$ cat src/core/conv_evt_regs.vh
// Register offsets, field positions, reset values and event indices of the event flags
`ifndef CONV_EVT_REGS_VH
`define CONV_EVT_REGS_VH

// ==========================================================
// Register offsets (8-bit registers, 8-bit address)
`define PRBS_ENABLE_OFF 8'h20
`define CONV0_ENABLE_OFF 8'h21
`define CONV1_ENABLE_OFF 8'h22
`define CLOCK_ENABLE_OFF 8'h23
`define PRBS_STATUS_OFF 8'h24
`define CONV0_STATUS_OFF 8'h25
`define CONV1_STATUS_OFF 8'h26
`define CLOCK_STATUS_OFF 8'h27
`define PRBS_ROUTE_OFF 8'h29
`define CONV0_ROUTE_OFF 8'h2A
`define CONV1_ROUTE_OFF 8'h2B
`define CLOCK_ROUTE_OFF 8'h2C
`define SUMMARY_STATUS_OFF 8'h30
`define SUMMARY_MASK_OFF 8'h31

// ==========================================================
// Bit positions within the enable, status and route registers
`define PRBS_BIT 0
`define CAL_DONE_BIT 3
`define AMP_ERR_BIT 0
`define DLL_LOST_BIT 5
`define DLL_LOCK_BIT 4
`define PLL_LOST_BIT 1
`define PLL_LOCK_BIT 0

// ==========================================================
// Event indices in the internal event vectors
`define NUM_EVENTS 9
`define EV_PRBS 0
`define EV_C0_CAL 1
`define EV_C0_AMP 2
`define EV_C1_CAL 3
`define EV_C1_AMP 4
`define EV_DLL_LOST 5
`define EV_DLL_LOCK 6
`define EV_PLL_LOST 7
`define EV_PLL_LOCK 8

// ==========================================================
// Summary interrupt bits (one per status register group)
`define SUM_PRBS_BIT 0
`define SUM_CONV0_BIT 1
`define SUM_CONV1_BIT 2
`define SUM_CLOCK_BIT 3
`define SUM_WIDTH 4

// ==========================================================
// Reset values
`define ENABLE_RESET 9'h000
`define ROUTE_RESET 9'h000
`define SUMMARY_RESET 4'h0
`define MASK_RESET 4'h0
`define PIN_RELEASED 2'h3

`endif

$ cat src/core/event_flag_cell.v
// One event flag: live view while disabled, latched with write-one clear while enabled
`timescale 1ns/1ps

module event_flag_cell (
	// Clock and reset
	input wire sys_clk,
	input wire rst,
	// Event source and control
	input wire condition,
	input wire enable,
	input wire clearReq,
	// Flag state
	output wire flag,
	output wire latched,
	output wire latchPulse
);

	reg latched_q;
	wire latched_d;

	// ==========================================================
	// Latch
	// A condition present in the clearing cycle keeps the flag set
	assign latched_d = enable & (condition | (latched_q & ~clearReq)); // see RULE2 see RULE3

	always @(posedge sys_clk or posedge rst) begin
		if (rst) begin
			latched_q <= 1'b0; // see RULE14
		end else begin
			latched_q <= latched_d;
		end
	end

	// ==========================================================
	// Reported state
	// Disabled: live view; a clear write cannot touch it
	assign flag = enable ? latched_q : condition; // see RULE1 see RULE15
	assign latched = latched_q;
	assign latchPulse = enable & condition & ~latched_q;

endmodule // event_flag_cell

$ cat src/core/converter_event_status_flags.v
// Event status flags, enables, pin routing and summary interrupt of the dual converter
`timescale 1ns/1ps
`include "conv_evt_regs.vh"

// Summary of operation
// RULE1: With its enable clear, the real-channel PRBS flag shows the live converter zero error.
// RULE2: With its enable set, the PRBS flag latches and pulls its selected interrupt pin low.
// RULE3: Writing one to a latched flag clears it and releases its pin drive; the code keeps it set while its condition is still present.
// RULE4: Converter zero calibration done is bit 3 of 0x025, live or latched by its enable.
// RULE5: Converter zero amplifier protection error is bit 0 of 0x025, live or latched.
// RULE6: Converter one calibration done is bit 3 of 0x026, gated by its own enable.
// RULE7: Converter one amplifier protection error is bit 0 of 0x026, live or latched.
// RULE8: DLL lock lost is bit 5 of 0x027, live or latched by its enable.
// RULE9: DLL lock achieved is bit 4 of 0x027, live or latched by its enable.
// RULE10: Converter clock PLL lock lost is bit 1 of 0x027, live or latched by its enable.
// RULE11: Each event has its own enable bit at the matching position, all reset to zero.
// RULE12: A per-event route bit chooses which interrupt pin an enabled event drives.
// RULE13: A route value of zero sends the event to the first interrupt pin.
// RULE14: Reserved bits read zero, flags reset to zero, a pin is low while a routed flag is set.
// RULE15: Writing zero leaves a flag alone, and writing one to an unlatched flag does nothing.

module converter_event_status_flags (
	// Clock and reset
	input wire sys_clk,
	input wire rst,
	// Register port
	input wire [7:0] regAddr,
	input wire [7:0] regWrData,
	input wire regWrEn,
	input wire regRdEn,
	output wire [7:0] regRdData,
	// Event conditions, synchronous to sys_clk
	input wire realPrbsError,
	input wire conv0CalibrationDone,
	input wire conv0AmpProtectError,
	input wire conv1CalibrationDone,
	input wire conv1AmpProtectError,
	input wire dllLockLost,
	input wire dllLocked,
	input wire pllLockLost,
	input wire pllLocked,
	// Interrupt outputs
	output wire [1:0] interruptOutN,
	output wire irq
);

	// ==========================================================
	// Functions
	function hit;
		input [7:0] addr;
		input [7:0] offset;
		begin
			hit = (addr == offset);
		end
	endfunction

	// Pull the event bits of all four register groups out of their bytes into one nine-bit vector
	function [8:0] spread;
		input [7:0] prbsByte;
		input [7:0] conv0Byte;
		input [7:0] conv1Byte;
		input [7:0] clockByte;
		begin
			spread = 9'h000;
			spread[`EV_PRBS] = prbsByte[`PRBS_BIT];
			spread[`EV_C0_CAL] = conv0Byte[`CAL_DONE_BIT];
			spread[`EV_C0_AMP] = conv0Byte[`AMP_ERR_BIT];
			spread[`EV_C1_CAL] = conv1Byte[`CAL_DONE_BIT];
			spread[`EV_C1_AMP] = conv1Byte[`AMP_ERR_BIT];
			spread[`EV_DLL_LOST] = clockByte[`DLL_LOST_BIT];
			spread[`EV_DLL_LOCK] = clockByte[`DLL_LOCK_BIT];
			spread[`EV_PLL_LOST] = clockByte[`PLL_LOST_BIT];
			spread[`EV_PLL_LOCK] = clockByte[`PLL_LOCK_BIT];
		end
	endfunction

	// Pack an event vector into the byte of one group; other bits read zero
	function [7:0] gather;
		input [8:0] ev;
		input [1:0] grp;
		begin
			gather = 8'h00;
			case (grp)
				2'h0: begin
					gather[`PRBS_BIT] = ev[`EV_PRBS];
				end
				2'h1: begin
					gather[`CAL_DONE_BIT] = ev[`EV_C0_CAL];
					gather[`AMP_ERR_BIT] = ev[`EV_C0_AMP];
				end
				2'h2: begin
					gather[`CAL_DONE_BIT] = ev[`EV_C1_CAL];
					gather[`AMP_ERR_BIT] = ev[`EV_C1_AMP];
				end
				default: begin
					gather[`DLL_LOST_BIT] = ev[`EV_DLL_LOST];
					gather[`DLL_LOCK_BIT] = ev[`EV_DLL_LOCK];
					gather[`PLL_LOST_BIT] = ev[`EV_PLL_LOST];
					gather[`PLL_LOCK_BIT] = ev[`EV_PLL_LOCK];
				end
			endcase
		end
	endfunction

	// ==========================================================
	// Declarations
	reg [8:0] evEnable_q;
	reg [8:0] evEnable_d;
	reg [8:0] evRoute_q;
	reg [8:0] evRoute_d;
	reg [`SUM_WIDTH-1:0] summary_q;
	reg [`SUM_WIDTH-1:0] summary_d;
	reg [`SUM_WIDTH-1:0] mask_q;
	reg [`SUM_WIDTH-1:0] mask_d;
	reg [1:0] pinN_q;
	reg [1:0] pinN_d;
	reg irq_q;
	reg irq_d;
	reg [7:0] rdData_q;
	reg [7:0] rdData_d;
	reg [8:0] evClear;
	wire [8:0] evCondition;
	wire [8:0] evFlag;
	wire [8:0] evLatched;
	wire [8:0] evLatchPulse;
	wire [`SUM_WIDTH-1:0] summarySet;
	wire [8:0] wrPrbs;
	wire [8:0] wrConv0;
	wire [8:0] wrConv1;
	wire [8:0] wrClock;

	assign evCondition[`EV_PRBS] = realPrbsError;
	assign evCondition[`EV_C0_CAL] = conv0CalibrationDone;
	assign evCondition[`EV_C0_AMP] = conv0AmpProtectError;
	assign evCondition[`EV_C1_CAL] = conv1CalibrationDone;
	assign evCondition[`EV_C1_AMP] = conv1AmpProtectError;
	assign evCondition[`EV_DLL_LOST] = dllLockLost;
	assign evCondition[`EV_DLL_LOCK] = dllLocked;
	assign evCondition[`EV_PLL_LOST] = pllLockLost;
	assign evCondition[`EV_PLL_LOCK] = pllLocked;

	// ==========================================================
	// Write decode
	// Each write touches the event bits of exactly one group
	assign wrPrbs = spread(regWrData, 8'h00, 8'h00, 8'h00);
	assign wrConv0 = spread(8'h00, regWrData, 8'h00, 8'h00);
	assign wrConv1 = spread(8'h00, 8'h00, regWrData, 8'h00);
	assign wrClock = spread(8'h00, 8'h00, 8'h00, regWrData);

	// Write-one clear of status bits; zeros and reserved bits are ignored
	always @* begin
		evClear = 9'h000;
		if (regWrEn) begin
			if (hit(regAddr, `PRBS_STATUS_OFF)) begin
				evClear = wrPrbs; // see RULE3
			end else if (hit(regAddr, `CONV0_STATUS_OFF)) begin
				evClear = wrConv0; // see RULE3 see RULE15
			end else if (hit(regAddr, `CONV1_STATUS_OFF)) begin
				evClear = wrConv1; // see RULE3 see RULE15
			end else if (hit(regAddr, `CLOCK_STATUS_OFF)) begin
				evClear = wrClock; // see RULE3 see RULE15
			end
		end
	end

	// ==========================================================
	// Enable registers, one bit per event at its status bit position
	always @* begin
		evEnable_d = evEnable_q;
		if (regWrEn) begin
			if (hit(regAddr, `PRBS_ENABLE_OFF)) begin
				evEnable_d = (evEnable_q & ~9'h001) | (wrPrbs & 9'h001); // see RULE11
			end else if (hit(regAddr, `CONV0_ENABLE_OFF)) begin
				evEnable_d = (evEnable_q & ~9'h006) | (wrConv0 & 9'h006); // see RULE11
			end else if (hit(regAddr, `CONV1_ENABLE_OFF)) begin
				evEnable_d = (evEnable_q & ~9'h018) | (wrConv1 & 9'h018); // see RULE11
			end else if (hit(regAddr, `CLOCK_ENABLE_OFF)) begin
				evEnable_d = (evEnable_q & ~9'h1E0) | (wrClock & 9'h1E0); // see RULE11
			end
		end
	end

	// ==========================================================
	// Route registers; a zero bit selects the first pin
	always @* begin
		evRoute_d = evRoute_q;
		if (regWrEn) begin
			if (hit(regAddr, `PRBS_ROUTE_OFF)) begin
				evRoute_d = (evRoute_q & ~9'h001) | (wrPrbs & 9'h001); // see RULE12
			end else if (hit(regAddr, `CONV0_ROUTE_OFF)) begin
				evRoute_d = (evRoute_q & ~9'h006) | (wrConv0 & 9'h006); // see RULE12
			end else if (hit(regAddr, `CONV1_ROUTE_OFF)) begin
				evRoute_d = (evRoute_q & ~9'h018) | (wrConv1 & 9'h018); // see RULE12
			end else if (hit(regAddr, `CLOCK_ROUTE_OFF)) begin
				evRoute_d = (evRoute_q & ~9'h1E0) | (wrClock & 9'h1E0); // see RULE12
			end
		end
	end

	// ==========================================================
	// Event flags
	genvar i;
	generate
		for (i = 0; i < `NUM_EVENTS; i = i + 1) begin : gFlag
			event_flag_cell uCell (
				.sys_clk(sys_clk),
				.rst(rst),
				.condition(evCondition[i]), // see RULE4 see RULE5 see RULE6 see RULE7
				.enable(evEnable_q[i]), // see RULE8 see RULE9 see RULE10
				.clearReq(evClear[i]),
				.flag(evFlag[i]),
				.latched(evLatched[i]),
				.latchPulse(evLatchPulse[i])
			);
		end
	endgenerate

	// ==========================================================
	// Interrupt pins
	// Registered so the pins never glitch on decode paths
	always @* begin
		pinN_d = `PIN_RELEASED;
		if (|(evLatched & ~evRoute_q)) begin
			pinN_d[0] = 1'b0; // see RULE13 see RULE14 see RULE2
		end
		if (|(evLatched & evRoute_q)) begin
			pinN_d[1] = 1'b0; // see RULE12 see RULE14
		end
	end

	// ==========================================================
	// Summary interrupt: one sticky bit per group, set when a flag latches
	assign summarySet[`SUM_PRBS_BIT] = evLatchPulse[`EV_PRBS];
	assign summarySet[`SUM_CONV0_BIT] = evLatchPulse[`EV_C0_CAL] | evLatchPulse[`EV_C0_AMP];
	assign summarySet[`SUM_CONV1_BIT] = evLatchPulse[`EV_C1_CAL] | evLatchPulse[`EV_C1_AMP];
	assign summarySet[`SUM_CLOCK_BIT] = |evLatchPulse[`EV_PLL_LOCK:`EV_DLL_LOST];

	// A read clears the bits it returned; a new set in that cycle survives
	always @* begin
		summary_d = summary_q;
		if (regRdEn && hit(regAddr, `SUMMARY_STATUS_OFF)) begin
			summary_d = `SUMMARY_RESET;
		end
		summary_d = summary_d | summarySet;
	end

	// Mask register, same layout as the summary status
	always @* begin
		mask_d = mask_q;
		if (regWrEn && hit(regAddr, `SUMMARY_MASK_OFF)) begin
			mask_d = regWrData[`SUM_WIDTH-1:0];
		end
	end

	// A new mask takes hold on the edge after it is written
	always @* begin
		irq_d = |(summary_d & mask_q);
	end

	// ==========================================================
	// Read path: data valid in the cycle after the strobe, zero elsewhere
	always @* begin
		rdData_d = 8'h00;
		if (regRdEn) begin
			case (regAddr)
				`PRBS_ENABLE_OFF: rdData_d = gather(evEnable_q, 2'h0);
				`CONV0_ENABLE_OFF: rdData_d = gather(evEnable_q, 2'h1);
				`CONV1_ENABLE_OFF: rdData_d = gather(evEnable_q, 2'h2);
				`CLOCK_ENABLE_OFF: rdData_d = gather(evEnable_q, 2'h3);
				`PRBS_STATUS_OFF: rdData_d = gather(evFlag, 2'h0); // see RULE1
				`CONV0_STATUS_OFF: rdData_d = gather(evFlag, 2'h1); // see RULE4 see RULE5
				`CONV1_STATUS_OFF: rdData_d = gather(evFlag, 2'h2); // see RULE6 see RULE7
				`CLOCK_STATUS_OFF: rdData_d = gather(evFlag, 2'h3); // see RULE8 see RULE9 see RULE10
				`PRBS_ROUTE_OFF: rdData_d = gather(evRoute_q, 2'h0);
				`CONV0_ROUTE_OFF: rdData_d = gather(evRoute_q, 2'h1);
				`CONV1_ROUTE_OFF: rdData_d = gather(evRoute_q, 2'h2);
				`CLOCK_ROUTE_OFF: rdData_d = gather(evRoute_q, 2'h3);
				`SUMMARY_STATUS_OFF: rdData_d = {4'h0, summary_q};
				`SUMMARY_MASK_OFF: rdData_d = {4'h0, mask_q};
				default: rdData_d = 8'h00; // see RULE14
			endcase
		end
	end

	// ==========================================================
	// Registers
	always @(posedge sys_clk or posedge rst) begin
		if (rst) begin
			evEnable_q <= `ENABLE_RESET; // see RULE11
			evRoute_q <= `ROUTE_RESET;
			summary_q <= `SUMMARY_RESET;
			mask_q <= `MASK_RESET;
			pinN_q <= `PIN_RELEASED;
			irq_q <= 1'b0;
			rdData_q <= 8'h00;
		end else begin
			evEnable_q <= evEnable_d;
			evRoute_q <= evRoute_d;
			summary_q <= summary_d;
			mask_q <= mask_d;
			pinN_q <= pinN_d;
			irq_q <= irq_d;
			rdData_q <= rdData_d;
		end
	end

	// ==========================================================
	// Outputs
	assign interruptOutN = pinN_q;
	assign irq = irq_q;
	assign regRdData = rdData_q;

endmodule // converter_event_status_flags

$ cat config.mk
export PLATFORM = sky130hd
export DESIGN_NAME = converter_event_status_flags
export DESIGN_NICKNAME = d
export VERILOG_FILES = /design/src/core/event_flag_cell.v /design/src/core/converter_event_status_flags.v
export VERILOG_INCLUDE_DIRS = /design/src /design/src/core
export SDC_FILE = /design/constraint.sdc
export NUM_CORES = 1
export LEC_CHECK = 0
export ABC_AREA = 1
export BUFFER_PORTS_ARGS = -buffer_cell sky130_fd_sc_hd__buf_2
export CORE_MARGIN = 2
export CORE_UTILIZATION = 30
export DETAILED_ROUTE_END_ITERATION = 12
export GPL_ROUTABILITY_DRIVEN = 0
export PLACE_DENSITY = 0.47
export SLEW_MARGIN = 20
export SYNTH_ARGS = -nofsm -noshare
export SYNTH_HDL_FRONTEND = slang
export SYNTH_SLANG_ARGS = --single-unit
$ cat constraint.sdc
create_clock -name sys_clk -period 1.1 [get_ports sys_clk]
set_input_delay 0.055 -clock sys_clk [delete_from_list [all_inputs] [get_ports sys_clk]]
set_output_delay 0.055 -clock sys_clk [all_outputs]
set_load 0.005 [all_outputs]
# ---- After elaboration in Yosys (flattened, before gate mapping)
# Index checks and enable logic that the tools add are counted.
dict set report word_totals {
  ff_bits 46
  latch_bits 0
  mem_bits_rw 0
  romBits 0
  input_bits 29
  output_inout_bits 11
  elab_cells 145
  n_memories 0
}
dict set report op_classes {
  addsub 0
  mul 0
  div_mod_pow 0
  magnitude_cmp 0
  n_eq_ne 14
  shift 0
  muxes 27
  n_bitwise 78
  reduce_logical 10
}
# op count
set ops {}
lappend ops {{$mux 9} 13}
lappend ops {{$eq 8x6->1 const B} 14}
lappend ops {{$pmux 6 s14} 1}
lappend ops {{$and 1x1->1} 36}
lappend ops {{$and 9x9->9} 2}
lappend ops {{$not 1->1} 18}
lappend ops {{$or 5x9->9} 2}
lappend ops {{$or 9x1->9} 2}
lappend ops {{$or 9x3->9} 2}
lappend ops {{$or 9x5->9} 2}
lappend ops {{$reduce_or 9->1} 2}
lappend ops {{$mux 1} 11}
lappend ops {{$or 1x1->1} 11}
lappend ops {{$not 9->9} 1}
lappend ops {{$reduce_bool 4->1} 2}
lappend ops {{$reduce_or 4->1} 2}
lappend ops {{$mux 6} 1}
lappend ops {{$and 4x4->4} 1}
lappend ops {{$mux 4} 1}
lappend ops {{$or 4x4->4} 1}
lappend ops {{$reduce_and 2->1} 2}
lappend ops {{$logic_and 1x1->1} 2}

# ---- Longest topological paths before layout
# Gate-level depths: netlist (run 1).
dict set report depth {
  depth_word 10
  mapped_depth 11
  depth_no_buf 10
}

# ---- By module
# A second synthesis (run 1) with hierarchy kept.
dict set report unflattened {
  cells_unflattened 403
  hier_area_um2 2796.4
}
# mod instances cells_per_inst area_per_inst_um2 seq_area_each_um2
set modules_own_cells {}
lappend modules_own_cells {converter_event_status_flags 1 313 2199.6 878.3}
lappend modules_own_cells {event_flag_cell 9 10 66.3 25.0}

# ---- Worst setup path before layout (run 1)
# Ideal clock, no wire load.
dict set report synth_path {
  path_kind {register -> register}
  start {register gFlag[5].uCell.latched_q}
  end {register irq_q (netlist: irq)}
  setup_ns 0.065
  t_arrival_ns 1.008
  required_ns 1.035
  setup_slack_ns 0.028
  stages_incl_launch_ff 9
  n_path_buf 0
  synth_period_minus_slack_ns 1.072
  path_cell_list {dfrtp_1 or2_2 nor2_1 nor3_1 nand2_1 nand2_1 nand2_1 inv_1 nand2_1}
}
dict set report synth_between {
  elab_chain_len 6
}
# item line_no
set synth_rtl {}
lappend synth_rtl {{start: declaration} event_flag_cell.v:18} ;# reg latched_q;
lappend synth_rtl {{start signal: assignment} event_flag_cell.v:30} ;# latched_q <= latched_d;
lappend synth_rtl {{$not 1->1} event_flag_cell.v:39} ;# assign latchPulse = enable & condition & ~latched_q;
lappend synth_rtl {{$and 1x1->1} event_flag_cell.v:39}
lappend synth_rtl {{$reduce_or 4->1} converter_event_status_flags.v:236} ;# assign summarySet[`SUM_CLOCK_BIT] = |evLatchPulse[`EV_PLL_LOCK:`EV_DLL_LOST];
lappend synth_rtl {{$or 4x4->4} converter_event_status_flags.v:244} ;# summary_d = summary_d | summarySet;
lappend synth_rtl {{named net summary_d[3]} converter_event_status_flags.v:112} ;# reg [`SUM_WIDTH-1:0] summary_d;
lappend synth_rtl {{$and 4x4->4} converter_event_status_flags.v:257} ;# irq_d = |(summary_d & mask_q);
lappend synth_rtl {{$reduce_or 4->1} converter_event_status_flags.v:257}
lappend synth_rtl {{named net irq_d} converter_event_status_flags.v:118} ;# reg irq_d;
lappend synth_rtl {{end signal: assignment} converter_event_status_flags.v:302} ;# irq_q <= irq_d;
lappend synth_rtl {{end: declaration} converter_event_status_flags.v:117} ;# reg irq_q;
# The timed path passes the listed nets, and every way through them passes these cells.
# A chain may end at the register's enable or synchronous reset.

# ---- Worst setup path in the final report (run 1)
dict set report layout_path {
  start {register evEnable_q[3]}
  end {register irq_q (netlist: irq)}
}
dict set report layout_between {
  elab_chain_len 6
}
# item line_no
set layout_rtl {}
lappend layout_rtl {{start: declaration} converter_event_status_flags.v:107} ;# reg [8:0] evEnable_q;
lappend layout_rtl {{start signal: assignment} converter_event_status_flags.v:289} ;# evEnable_q <= `ENABLE_RESET;
lappend layout_rtl {{start signal: assignment} converter_event_status_flags.v:297} ;# evEnable_q <= evEnable_d;
lappend layout_rtl {{$and 1x1->1 (2 in a row)} event_flag_cell.v:39}
lappend layout_rtl {{$or 1x1->1} converter_event_status_flags.v:235} ;# assign summarySet[`SUM_CONV1_BIT] = evLatchPulse[`EV_C1_CAL] | evLatchPulse[`EV_C1_AMP];
lappend layout_rtl {{$or 4x4->4} converter_event_status_flags.v:244}
lappend layout_rtl {{named net summary_d[2]} converter_event_status_flags.v:112}
lappend layout_rtl {{$and 4x4->4} converter_event_status_flags.v:257}
lappend layout_rtl {{$reduce_or 4->1} converter_event_status_flags.v:257}
lappend layout_rtl {{named net irq_d} converter_event_status_flags.v:118}
# The timed path passes the listed nets, and every way through them passes these cells.

==> impl_results.md, run 1 <==
* Outcome: finished, violations left
* Violated checks: setup timing
* Startpoint types: register
* Number of distinct library cell variants in the gate-level netlist after synthesis at 31
* Total routing resource utilization after global routing at 19.0%
* Setup slack of the most critical reg-to-reg path at -0.1 ns
* Portion of synthesized cell area occupied by the leading cell type at about two fifths
* Most frequent cell after synthesis: sky130_fd_sc_hd__nand2_1
* Part of the cycle the worst path needs at 109%
* Static leakage at 1.94 nW
* Number of max-cap violations at 0
* Fraction of final layout cells with drive strength greater than 1 at roughly two fifths
* Clock input transition at the sequential cells of the worst setup and hold paths at 0.09 ns
* Synth-to-Final Area Change at 44.6%
* Kind of path behind the tightest hold check: primary input to register
* Yosys Warn Count at 0
* Wire length of the first global-routing pass at 13300 um
* Vias in the first global route at approximately 2700
* Placed Cells incl. Taps at 559
* Number of rows in the core area at 33
* Sequential fraction of the synthesis area at 42.9%
* Gr ovfl total at 0
* Detail Route Antenna Nets at 0
* Via density at 4.66
* Sequence of cells on the critical path: inv_2 -> nor2_2 -> a32oi_1 -> buf_4 -> nand2_2 -> nand2_1 -> nand2_1 -> inv_1 -> nand2_1
* Total die area at 9320 um2
* Gate count of the mapped netlist at 357
* Synth Area per Inst at 7.20 um2
* Antenna diode count at 0
* R2r worst-path depth at 9
* Die width at 96.6 um
* Count of pins over their slew limit at 0
* Kind of critical path: register to register
* Total via count in the routed design at ~2700
* DP Area at between 3000 and 4000 um2
* Sinks on the clock net at 44
* Post-route cell area at 3720 um2
* Post-DR wirelength/cell at 14.4 um
* Worst path arrival time at 1.40 ns
* Clock period minus final worst setup slack at 1.20 ns
* Synth async-reset ratio at 100%
* Worst-path maximum fanout at 2
* Initial core utilization at 31.1%
* DRC at 0
* Area of the core region at 8260 um2
* CTS H-tree depth at 2
* Die Height at 96.6 um
* Layout net count at 500
* RSZ-0062 raised after global routing: true
* Total power density per cell area at 985 nW/um2
* Final hold violation count at 0
* Critical path buffer and inverter count at 3
* Total of endpoints with negative setup slack in the final report at 4
* Top cells by instance count after synthesis: sky130_fd_sc_hd__nand2_1 (95), sky130_fd_sc_hd__inv_1 (49), sky130_fd_sc_hd__dfrtp_1 (42)
* CTS max path bufs at 2
* Antenna violations before repair at 0
* Clock latency of the later-clocked register in the worst-skew pair at 0.30 ns
* Count of routing violations after the opening detailed-route iteration at roughly 140
* Flip-flop and latch count after synthesis at 44
* Number of cells on the critical path at 9
* Worst Hold Slack at about 0.00081 ns
* Wire length after detailed routing at 8320 um
* Worst supply voltage drop on vdd at 448 uV
* Max frequency at 0.837 GHz
* Count of flip-flops with a built-in enable after synthesis at 0
* Synthesized area at about 2600 um2
* CP most frequent cell: sky130_fd_sc_hd__nand2_1
* Final clock skew at between 0.004 and 0.005 ns
* IO Count at 40
* Clock root buffer: sky130_fd_sc_hd__clkbuf_8
* Half-perimeter wire length after placement at 6420 um
* Yosys top cell by area: sky130_fd_sc_hd__dfrtp_1
* Nature of the critical path endpoint: register
* Quantity of I/O buffers inserted on ports at 35
* Number of iterations in the first detailed-routing pass at 4
* Setup slack after layout at -0.0950 ns
* Delay-heaviest family, CP: flip-flops
* Final Power at 3.66 mW
* Count of non-filler cells in the finished layout at 576
* Number of cells traversed by the worst hold path at 3
* Worst path required time at approximately 1.3 ns
* TritonCTS clock tree: built
* Ranking of synthesized cells by area: sky130_fd_sc_hd__dfrtp_1 (41%), sky130_fd_sc_hd__nand2_1 (14%), sky130_fd_sc_hd__inv_1 (7.2%)
* Most instantiated flip-flop cell in the synthesis netlist: sky130_fd_sc_hd__dfrtp_1
* Critical-path top delay cell: sky130_fd_sc_hd__dfrtp_1
* Maximum number of pins on one net before global-route repair at 45
* Number of CTS-inserted buffers at 5
* Longest individual stage delay on the worst path at 0.39 ns
* Count of fill cells added during filler insertion at 891
[flip-flops by register name, indices dropped and copies added (netlist names)]
| signal | count |
|---|---|
| evEnable_q | 9 |
| regRdData | 6 |
| mask_q | 4 |
| summary_q | 4 |
| evRoute_q | 9 |
| irq | 1 |
| gFlag.uCell.latched | 9 |
| interruptOutN | 2 |
[final timing paths]
kind,from,endpoint
min,regWrData[5],evRoute_q[5]
min in group asynchronous,rst,evEnable_q[6]
max in group asynchronous,rst,interruptOutN[0]
min reg2reg,evRoute_q[5],evRoute_q[5]
max,evEnable_q[3],irq
max reg2reg,evEnable_q[3],irq
[tightest hold or removal path: stages]
cell and delay [ns]:
sky130_fd_sc_hd__buf_2 0.09, sky130_fd_sc_hd__nand3_1 0.07, sky130_fd_sc_hd__nand2_1 0.06
[power breakdown]
group	switching [mW]	leakage, nW	internal, mW	total (mW)
clock	0.571	0.0503	0.561	1.13
combinational	0.377	1.30	0.311	0.688
sequential	0.0933	0.586	1.75	1.84
total	1.04	1.94	2.62	3.66
[metal layers]
layer	track usage [%]	vias to the layer above	wire, um
met5	0	-	0
met4	4.46	0	107
met3	2.87	8	326
met2	31.7	58	3840
met1	26.1	1250	4040
li1	-	1368	-
[repair_timing]
action | CTS | global route
setup buffers | 5 | 3
hold endpoints to repair | 43 | 1
pin swaps | 14 | 19
resized for setup | 35 | 31
hold buffers | 2 | 1
endpoints found under the setup margin | 8 | 22
[logic make-up after synthesis]
group / count (synthesis) / share of synthesized area, %
compound gates: 59 / 12.6
buf+inv: 57 / 9.54
flops: 44 / 42.9
mux: 2 / 1.17
other cells: 1 / 0.146
simple gates: 194 / 33.6
[placed cells by master (no fill, tap or decap), types with 2 or more instances in the layout]
cell type                       netlist  final
sky130_fd_sc_hd__nand4_1              5      5
sky130_fd_sc_hd__buf_12               0      2
sky130_fd_sc_hd__dfstp_2              2      2
sky130_fd_sc_hd__buf_4                2     65
sky130_fd_sc_hd__o21ai_0             31     23
sky130_fd_sc_hd__o21ai_2              0      6
sky130_fd_sc_hd__buf_6                3      7
sky130_fd_sc_hd__a21oi_1             13      9
sky130_fd_sc_hd__dfrtp_1             42     41
sky130_fd_sc_hd__nor2_2               3     10
sky130_fd_sc_hd__mux2_4               2      2
sky130_fd_sc_hd__o21ai_1              3      5
sky130_fd_sc_hd__nand3_1             33     31
sky130_fd_sc_hd__nand2_1             95     86
sky130_fd_sc_hd__inv_2                2     12
sky130_fd_sc_hd__o22ai_1              4      3
sky130_fd_sc_hd__a21boi_0             3      3
sky130_fd_sc_hd__buf_2                1     35
sky130_fd_sc_hd__nor2_1              41     32
sky130_fd_sc_hd__conb_1               1      2
sky130_fd_sc_hd__nand2_2              9     18
sky130_fd_sc_hd__inv_1               49     39
sky130_fd_sc_hd__a21oi_2              0      3
sky130_fd_sc_hd__clkbuf_8             0      7
sky130_fd_sc_hd__nand3_2              1      3
sky130_fd_sc_hd__nor2_4               2      4
sky130_fd_sc_hd__dlygate4sd3_1        0      3
[through the flow]
step	setup slack (ns)	TNS (ns)	util (%)
finish	-0.0950	-0.252	45.0
global route	-0.189	-0.721	45.0
CTS	-0.0668	-0.206	43.6
detailed placement	-0.288	-5.84	40.6
global placement	-0.284	-5.18	40.6
floorplan	0.0173	0	-
[layout make-up]
class,count,area (um2),share of cell area (%)
Clock buffer,7,96.3,2.59
Multi-Input combinational cell,257,1380,37.2
Timing Repair Buffer,112,812,21.8
Inverter,51,191,5.15
Tap cell,105,131,3.53
Sequential cell,44,1100,29.7
(Power assumes the default switching activity.)
==> run 2: changes to the inputs <==
- HOLD_SLACK_MARGIN: unset -> 0.12
==> run 2 against run 1 <==
  * The run still ends with setup timing left
  * Routed wire length rose by 1.2%
  * Design area rose by 4.1%
  * Sequential power barely moved
  * Setup slack improved by 0.0024 ns
  * Maximum frequency rose by 0.20%
  * Utilization rose by 1.8 points
  * Die area did not move
  * Critical path depth fell by 1
  * Register-to-register slack barely moved
  * Combinational power rose by 6.8%
  * Non-clock buffer count rose by 13
  * Critical path type unchanged
==> impl_results.md, run 2 (synthesis results as in run 1) <==
* Outcome: finished, violations left (unchanged)
* Violated checks: setup timing (unchanged)
* Relative contribution of combinational cells to total power at 19.8% (was 18.8%)
* Antenna diode count at 0 (unchanged)
* Hold buffers post-CTS at 16 (was 2)
* Placed Cells incl. Taps at 559 (unchanged)
* Delay-heaviest family, CP: simple AND/OR/NAND/NOR gates (was flip-flops)
* Post-route cell area at 3870 um2 (was 3720 um2)
* DP Area at 3350 um2 (unchanged)
* Initial core utilization at 31.1% (unchanged)
* Setup slack after layout at -0.0926 ns (was -0.0950 ns)
* Static leakage at 2.01 nW (was 1.94 nW)
* Count of non-filler cells in the finished layout at 589 (was 576)
* Clock period minus final worst setup slack at 1.19 ns (was 1.20 ns)
* Kind of critical path: register to register (unchanged)
* Critical path buffer and inverter count at 1 (was 3)
* Total via count in the routed design at 2712 (was 2684)
* Clock root buffer: sky130_fd_sc_hd__clkbuf_8 (unchanged)
* Detail Route Antenna Nets at 0 (unchanged)
* Number of CTS-inserted buffers at 5 (unchanged)
* Sinks on the clock net at 44 (unchanged)
* Footprint of the flip-flops and latches at 1100 um2 (unchanged)
* DRC at 0 (unchanged)
* Via density at 4.60 (was 4.66)
* CTS H-tree depth at 2 (unchanged)
* Die Height at 96.6 um (unchanged)
* Worst path arrival time at 1.44 ns (was 1.40 ns)
* Part of the cycle the worst path needs at 108% (was 109%)
* Longest individual stage delay on the worst path at 0.43 ns (was 0.39 ns)
* CTS max path bufs at 2 (unchanged)
* Nature of the critical path endpoint: register (unchanged)
* Switching power as a share of total power at 28.4% (was 28.5%)
* Slew headroom at 66.1%
* Fraction of final layout cells with drive strength greater than 1 at 38.8% (was 39.5%)
* Total routing resource utilization after global routing at 19.3% (was 19.0%)
* Worst supply voltage drop on vdd at 450 uV (was 448 uV)
* Sequence of cells on the critical path: or2_4 -> nor2_4 -> nor3_4 -> nand2_1 -> nand2_1 -> nand2_1 -> inv_1 -> nand2_1 (was inv_2 -> nor2_2 -> a32oi_1 -> buf_4 -> nand2_2 -> nand2_1 -> nand2_1 -> inv_1 -> nand2_1)
* Worst path required time at 1.35 ns (was 1.30 ns)
* Final clock skew at 0.00570 ns (was 0.00448 ns)
* Final hold violation count at 0 (unchanged)
* Clock latency of the later-clocked register in the worst-skew pair at 0.30 ns (about the same)
* Vias in the first global route at 2746 (was 2710)
* Layout net count at 513 (was 500)
* Quantity of I/O buffers inserted on ports at 35 (unchanged)
* Wire length of the first global-routing pass at 13600 um (was 13300 um)
* Half-perimeter wire length after placement at 6420 um (unchanged)
* Total of endpoints with negative setup slack in the final report at 4 (unchanged)
* Transition time at the pin with the least slew margin at 0.502 ns
* CP most frequent cell: sky130_fd_sc_hd__nand2_1 (unchanged)
* Synth-to-Final Area Change at 50.6% (was 44.6%)
* Worst-path maximum fanout at 4 (was 2)
* Setup slack of the most critical reg-to-reg path at -0.09 ns (was -0.1 ns)
* RSZ-0062 raised after global routing: true (unchanged)
* Number of max-cap violations at 0 (unchanged)
* Gr ovfl total at 0 (unchanged)
* Clock power share at 30.6% (was 30.9%)
* Kind of path behind the tightest hold check: primary input to register (unchanged)
* Final Power at 3.71 mW (was 3.66 mW)
* Count of routing violations after the opening detailed-route iteration at 144 (was 136)
* Maximum number of pins on one net before global-route repair at 45 (unchanged)
* Total die area at 9320 um2 (unchanged)
* Antenna violations before repair at 0 (unchanged)
* Total power density per cell area at 959 nW/um2 (was 985 nW/um2)
* Setup TNS at -0.268 ns (was -0.252 ns)
* Count of pins over their slew limit at 0 (unchanged)
* Final core occ at 46.9% (was 45.0%)
* Number of rows in the core area at 33 (unchanged)
* Post-DR wirelength/cell at 14.3 um (was 14.4 um)
* Most common cell after layout, fill and taps aside: sky130_fd_sc_hd__nand2_1 (unchanged)
* Critical-path top delay cell: sky130_fd_sc_hd__dfrtp_1 (unchanged)
* TritonCTS clock tree: built (unchanged)
* Clock input transition at the sequential cells of the worst setup and hold paths at 0.09 ns (about the same)
* Max frequency at 0.838 GHz (was 0.837 GHz)
* Wire length after detailed routing at 8420 um (was 8320 um)
* Commonest cells after routing, fill and taps aside: sky130_fd_sc_hd__nand2_1 (86), sky130_fd_sc_hd__buf_4 (65), sky130_fd_sc_hd__dfrtp_1 (41) (unchanged)
* Count of fill cells added during filler insertion at 878 (was 891)
* Cell internal power dissipation at 2.66 mW (was 2.62 mW)
* Number of iterations in the first detailed-routing pass at 4 (unchanged)
* Portion of total power attributed to sequential cells at 49.6% (was 50.3%)
* Die width at 96.6 um (unchanged)
* Multi-input gate area in the final layout at 1400 um2 (was 1380 um2)
* Area of the core region at 8260 um2 (unchanged)
* Psw at 1.06 mW (was 1.04 mW)
* IO Count at 40 (unchanged)
* Startpoint types: register (unchanged)
[run 2: cell types whose count changed in the layout (fill, tap and decap cells not counted)]
cell and change:
sky130_fd_sc_hd__inv_1 -1, sky130_fd_sc_hd__inv_2 +1, sky130_fd_sc_hd__nand2_2 -1, sky130_fd_sc_hd__o21ai_1 -2, sky130_fd_sc_hd__nand2_4 +1, sky130_fd_sc_hd__o21ai_0 +2, sky130_fd_sc_hd__o21bai_4 +1, sky130_fd_sc_hd__nor3_4 +1
sky130_fd_sc_hd__nor3_2 -1, sky130_fd_sc_hd__o21bai_1 -1, sky130_fd_sc_hd__dlygate4sd3_1 +13
[run 2: final cells by class]
type	count	area share, %
Tap cell	105	3.39
Timing Repair Buffer	125	24.3
Inverter	51	4.95
Clock buffer	7	2.49
Sequential cell	44	28.5
Multi-Input combinational cell	257	36.3
[run 2: through the flow]
stage / hold slack [ns] / setup WS, ns
after floorplan: 0.180 / 0.0173
after global placement: 0.111 / -0.284
after detailed placement: 0.117 / -0.288
after CTS: 0.00401 / -0.0668
after global routing: 0.0499 / -0.197
final: 0.00205 / -0.0926
[run 2: path summary, 6_finish.rpt]
kind	start	end	cells past startpoint
max in group asynchronous	rst	interruptOutN[0]	4
hold / removal	dllLocked	gFlag[6].uCell.latched	3
hold reg to reg	evRoute_q[5]	evRoute_q[5]	2
setup / recovery	gFlag[5].uCell.latched	irq	8
min in group asynchronous	rst	evEnable_q[6]	4
setup reg to reg	gFlag[5].uCell.latched	irq	8
[run 2: power by group through the flow]
stage	logic (mW)	registers, mW	clock network [mW]
after floorplan	0.286	1.85	0
final	0.735	1.84	1.14
after global routing	0.826	1.86	1.23
after CTS	0.691	1.84	1.18
after global placement	0.594	1.86	0
after detailed placement	0.600	1.86	0
[run 2: layer usage]
layer	GRT usage, %	vias to the layer above	share of wire, %
met4	4.46	0	1.3
met3	2.87	8	3.4
li1	-	1396	-
met1	26.7	1256	49
met2	31.9	52	46
met5	0	-	0
[run 2: what timing repair did]
| item | 4_1_cts | 5_1_grt |
|---|---|---|
| buffers inserted | 5 | 4 |
| endpoints found under the setup margin | 8 | 21 |
| gates resized for setup | 35 | 35 |
| hold endpoints to repair | 69 | 1 |
| pin swaps | 14 | 17 |
[run 2: worst reg2reg max path, delay by kind of cell (launching register included)]
kind	cells	cell delay (ns)
flip-flops	1	0.43
buffers and inverters	1	0.03
AND/OR/NAND/NOR	7	0.67
==> run 3: changes to the inputs <==
- CORE_UTILIZATION: 30 -> 52
- PLACE_DENSITY: 0.47 -> 0.74
- SYNTH_HIERARCHICAL: unset -> 1
==> run 3 against run 2 <==
  * The flow finishes with violations (hold timing, setup timing)
  * Routed wire length is 3.2% lower
  * Maximum frequency is 4.2% lower
  * Die area is 36% lower
  * Total power is 9.9% higher
  * Combinational power is 19% lower
  * Sequential power is 4% lower
  * Synthesized cell count is 13% higher
  * Via count is 9.8% higher
  * Critical path type unchanged
==> impl_results.md, run 3 <==
* Clock root buffer: sky130_fd_sc_hd__clkbuf_8 (unchanged)
* Longest individual stage delay on the worst path at 0.40 ns (was 0.43 ns)
* Total via count in the routed design at 2977 (was 2712)
* Final core occ at 74.2% (was 46.9%)
* Kind of critical path: register to register (unchanged)
* Clock input transition at the sequential cells of the worst setup and hold paths at 0.09 ns (about the same)
* TritonCTS clock tree: built (unchanged)
* Max frequency at 0.803 GHz (was 0.838 GHz)
* Detail Route Antenna Nets at 0 (unchanged)
* Number of CTS-inserted buffers at 5 (unchanged)
* Worst reg2reg path startpoint: evEnable_q[6] (was gFlag[5].uCell.latched)
* Die width at 77.3 um (was 96.6 um)
* Synth Area per Inst at 6.94 um2 (was 7.20 um2)
* Antenna violations before repair at 0 (unchanged)
* Static leakage at 2.07 nW (was 2.01 nW)
* Most instantiated flip-flop cell in the synthesis netlist: sky130_fd_sc_hd__dfrtp_1 (unchanged)
* Vias in the first global route at 2809 (was 2746)
* CP most frequent cell: sky130_fd_sc_hd__nand2_2 (was sky130_fd_sc_hd__nand2_1)
* Hold buffers post-CTS at 11 (was 16)
* Count of pins over their slew limit at 0 (unchanged)
* Total of endpoints with negative setup slack in the final report at 4 (unchanged)
* Number of cells traversed by the worst hold path at 3 (unchanged)
* Total die area at 5980 um2 (was 9320 um2)
* Antenna diode count at 0 (unchanged)
* Placed Cells incl. Taps at 545 (was 559)
* Worst path arrival time at 1.44 ns (about the same)
* Total routing resource utilization after global routing at 28.2% (was 19.3%)
* Area of the core region at 5140 um2 (was 8260 um2)
* Count of non-filler cells in the finished layout at 573 (was 589)
* Final hold violation count at 2 (was 0)
* Wire length after detailed routing at 8140 um (was 8420 um)
* Total power density per cell area at 1070 nW/um2 (was 959 nW/um2)
* Synth async-reset ratio at 100% (unchanged)
* Synth-to-Final Area Change at 36.5% (was 50.6%)
* Delay-heaviest family, CP: simple AND/OR/NAND/NOR gates (unchanged)
* Via density at 5.20 (was 4.60)
* Top cells by instance count after synthesis: sky130_fd_sc_hd__nand2_1 (111), sky130_fd_sc_hd__inv_1 (65), sky130_fd_sc_hd__dfrtp_1 (42) (was sky130_fd_sc_hd__nand2_1 (95), sky130_fd_sc_hd__inv_1 (49), sky130_fd_sc_hd__dfrtp_1 (42))
* Die Height at 77.3 um (was 96.6 um)
* Critical path buffer and inverter count at 1 (unchanged)
* Clock period minus final worst setup slack at 1.24 ns (was 1.19 ns)
* Worst supply voltage drop on vdd at 791 uV (was 450 uV)
* Synthesized area at 2800 um2 (was 2570 um2)
* Gate count of the mapped netlist at 403 (was 357)
* Sequence of cells on the critical path: nand2_2 -> nor2_2 -> nor4_2 -> buf_4 -> nand2_2 -> nand2_1 -> nand4_1 (was or2_4 -> nor2_4 -> nor3_4 -> nand2_1 -> nand2_1 -> nand2_1 -> inv_1 -> nand2_1)
* Kind of path behind the tightest hold check: primary input to register (unchanged)
* RSZ-0062 raised after global routing: true (unchanged)
* Number of distinct library cell variants in the gate-level netlist after synthesis at 31 (unchanged)
* Yosys top cell by area: sky130_fd_sc_hd__dfrtp_1 (unchanged)
* Worst Hold Slack at -0.00306 ns (was 0.00205 ns)
* Startpoint types: register (unchanged)
* Setup slack of the most critical reg-to-reg path at -0.14 ns (was -0.09 ns)
* Worst path required time at 1.29 ns (was 1.35 ns)
* Sinks on the clock net at 44 (unchanged)
* Initial core utilization at 54.4% (was 31.1%)
* IO Count at 40 (unchanged)
* Yosys Warn Count at 6 (was 0)
* Count of routing violations after the opening detailed-route iteration at 276 (was 144)
* Sequential fraction of the synthesis area at 39.5% (was 42.9%)
* Gr ovfl total at 0 (unchanged)
* Ranking of synthesized cells by area: sky130_fd_sc_hd__dfrtp_1 (38%), sky130_fd_sc_hd__nand2_1 (15%), sky130_fd_sc_hd__inv_1 (8.7%) (was sky130_fd_sc_hd__dfrtp_1 (41%), sky130_fd_sc_hd__nand2_1 (14%), sky130_fd_sc_hd__inv_1 (7.2%))
* Number of cells on the critical path at 7 (was 8)
* Count of fill cells added during filler insertion at 418 (was 878)
* CTS H-tree depth at 2 (unchanged)
* Part of the cycle the worst path needs at 113% (was 108%)
* Number of rows in the core area at 26 (was 33)
* Beginning of the worst hold path: pllLockLost (was dllLocked)
* DRC at 0 (unchanged)
* Number of max-cap violations at 0 (unchanged)
* Fraction of final layout cells with drive strength greater than 1 at 34.8% (was 38.8%)
* Number of iterations in the first detailed-routing pass at 5 (was 4)
* Count of flip-flops with a built-in enable after synthesis at 0 (unchanged)
* Clock latency of the later-clocked register in the worst-skew pair at 0.30 ns (about the same)
* Commonest cells after routing, fill and taps aside: sky130_fd_sc_hd__nand2_1 (105), sky130_fd_sc_hd__inv_1 (62), sky130_fd_sc_hd__buf_4 (44) (was sky130_fd_sc_hd__nand2_1 (86), sky130_fd_sc_hd__buf_4 (65), sky130_fd_sc_hd__dfrtp_1 (41))
* R2r worst-path depth at 7 (was 8)
* Outcome: finished, violations left (unchanged)
* Wire length of the first global-routing pass at 13200 um (was 13600 um)
* Setup slack after layout at -0.145 ns (was -0.0926 ns)
* Launching instance or port of the critical path: evEnable_q[6] (was gFlag[5].uCell.latched)
* Nature of the critical path endpoint: register (unchanged)
* Flip-flop and latch count after synthesis at 44 (unchanged)
* DP Area at 3340 um2 (was 3350 um2)
* Final clock skew at 0.00895 ns (was 0.00570 ns)
* Portion of synthesized cell area occupied by the leading cell type at 37.6% (was 40.9%)
* Critical-path top delay cell: sky130_fd_sc_hd__dfrtp_1 (unchanged)
* Maximum number of pins on one net before global-route repair at 36 (was 45)
* Post-DR wirelength/cell at 14.2 um (was 14.3 um)
* CTS max path bufs at 2 (unchanged)
* Most common cell after layout, fill and taps aside: sky130_fd_sc_hd__nand2_1 (unchanged)
* Violated checks: hold timing, setup timing (was setup timing)
* Worst-path maximum fanout at 2 (was 4)
* Most frequent cell after synthesis: sky130_fd_sc_hd__nand2_1 (unchanged)
* Post-route cell area at 3820 um2 (was 3870 um2)
* Layout net count at 531 (was 513)
* Half-perimeter wire length after placement at 5750 um (was 6420 um)
* Quantity of I/O buffers inserted on ports at 35 (unchanged)
## run 3: worst paths after layout
check,endpoint
min reg2reg,summary_q[0]
max reg2reg,irq
max in group asynchronous,interruptOutN[0]
min,gFlag[7].uCell/latched
min in group asynchronous,gFlag[1].uCell/latched
max,irq
## run 3: repair_timing
action / 4_1_cts / 5_1_grt
endpoints found under the setup margin: 5 / 20
buffers inserted: 1 / 8
pin swaps: 2 / 10
hold endpoints to repair: 71 / 4
gates cloned: 0 / 0
gates resized for setup: 10 / 27
## run 3: per-layer routing
metal | up-vias | global-route usage (%) | part of all wire (%)
met1 | 1372 | 36.7 | 42
met4 | 0 | 9.82 | 3.3
li1 | 1445 | - | -
met2 | 125 | 47.6 | 48
met3 | 35 | 5.00 | 7.0
met5 | - | 0 | 0
## run 3: where the power goes
group / internal (mW) / switching, mW
Clock: 1.14 / 0.587
Combinational: 0.256 / 0.340
Sequential: 1.70 / 0.0642
Total: 3.09 / 0.991
## run 3: metrics by stage
step | setup WS [ns] | hold slack, ns | total power, mW | setup TNS [ns]
4_1_cts | -0.126 | 0.000555 | 4.03 | -0.241
3_5_place_dp | -0.195 | 0.0370 | 2.28 | -4.65
3_3_place_gp | -0.167 | 0.0279 | 2.27 | -3.74
6_report | -0.145 | -0.00306 | 4.08 | -0.402
2_1_floorplan | 0.00510 | -0.216 | 2.04 | 0
5_1_grt | -0.192 | 0.0187 | 4.22 | -0.665
## run 3: logic make-up after synthesis
family,share of synthesized area (%)
AOI/OAI and AO/OA,8.41
buffers and inverters,10.9
DFF,39.5
other,0.134
and+or+nand+nor,41.1
## run 3: final cells by class
type                    count  area [um2]  area share [%]
multi-input cells         283        1500            39.4
flip-flops and latches     44        1110            29.0
repair buffers             95         687            18.0
inverters                  73         274            7.18
clock inverters             3        90.1            2.36
well taps                  70        87.6            2.30
clock buffers               5        68.8            1.80
## run 3: worst min-delay path, cell delays in order
cell	delay [ns]
sky130_fd_sc_hd__buf_2	0.09
sky130_fd_sc_hd__nand2_2	0.06
sky130_fd_sc_hd__nand2_1	0.06
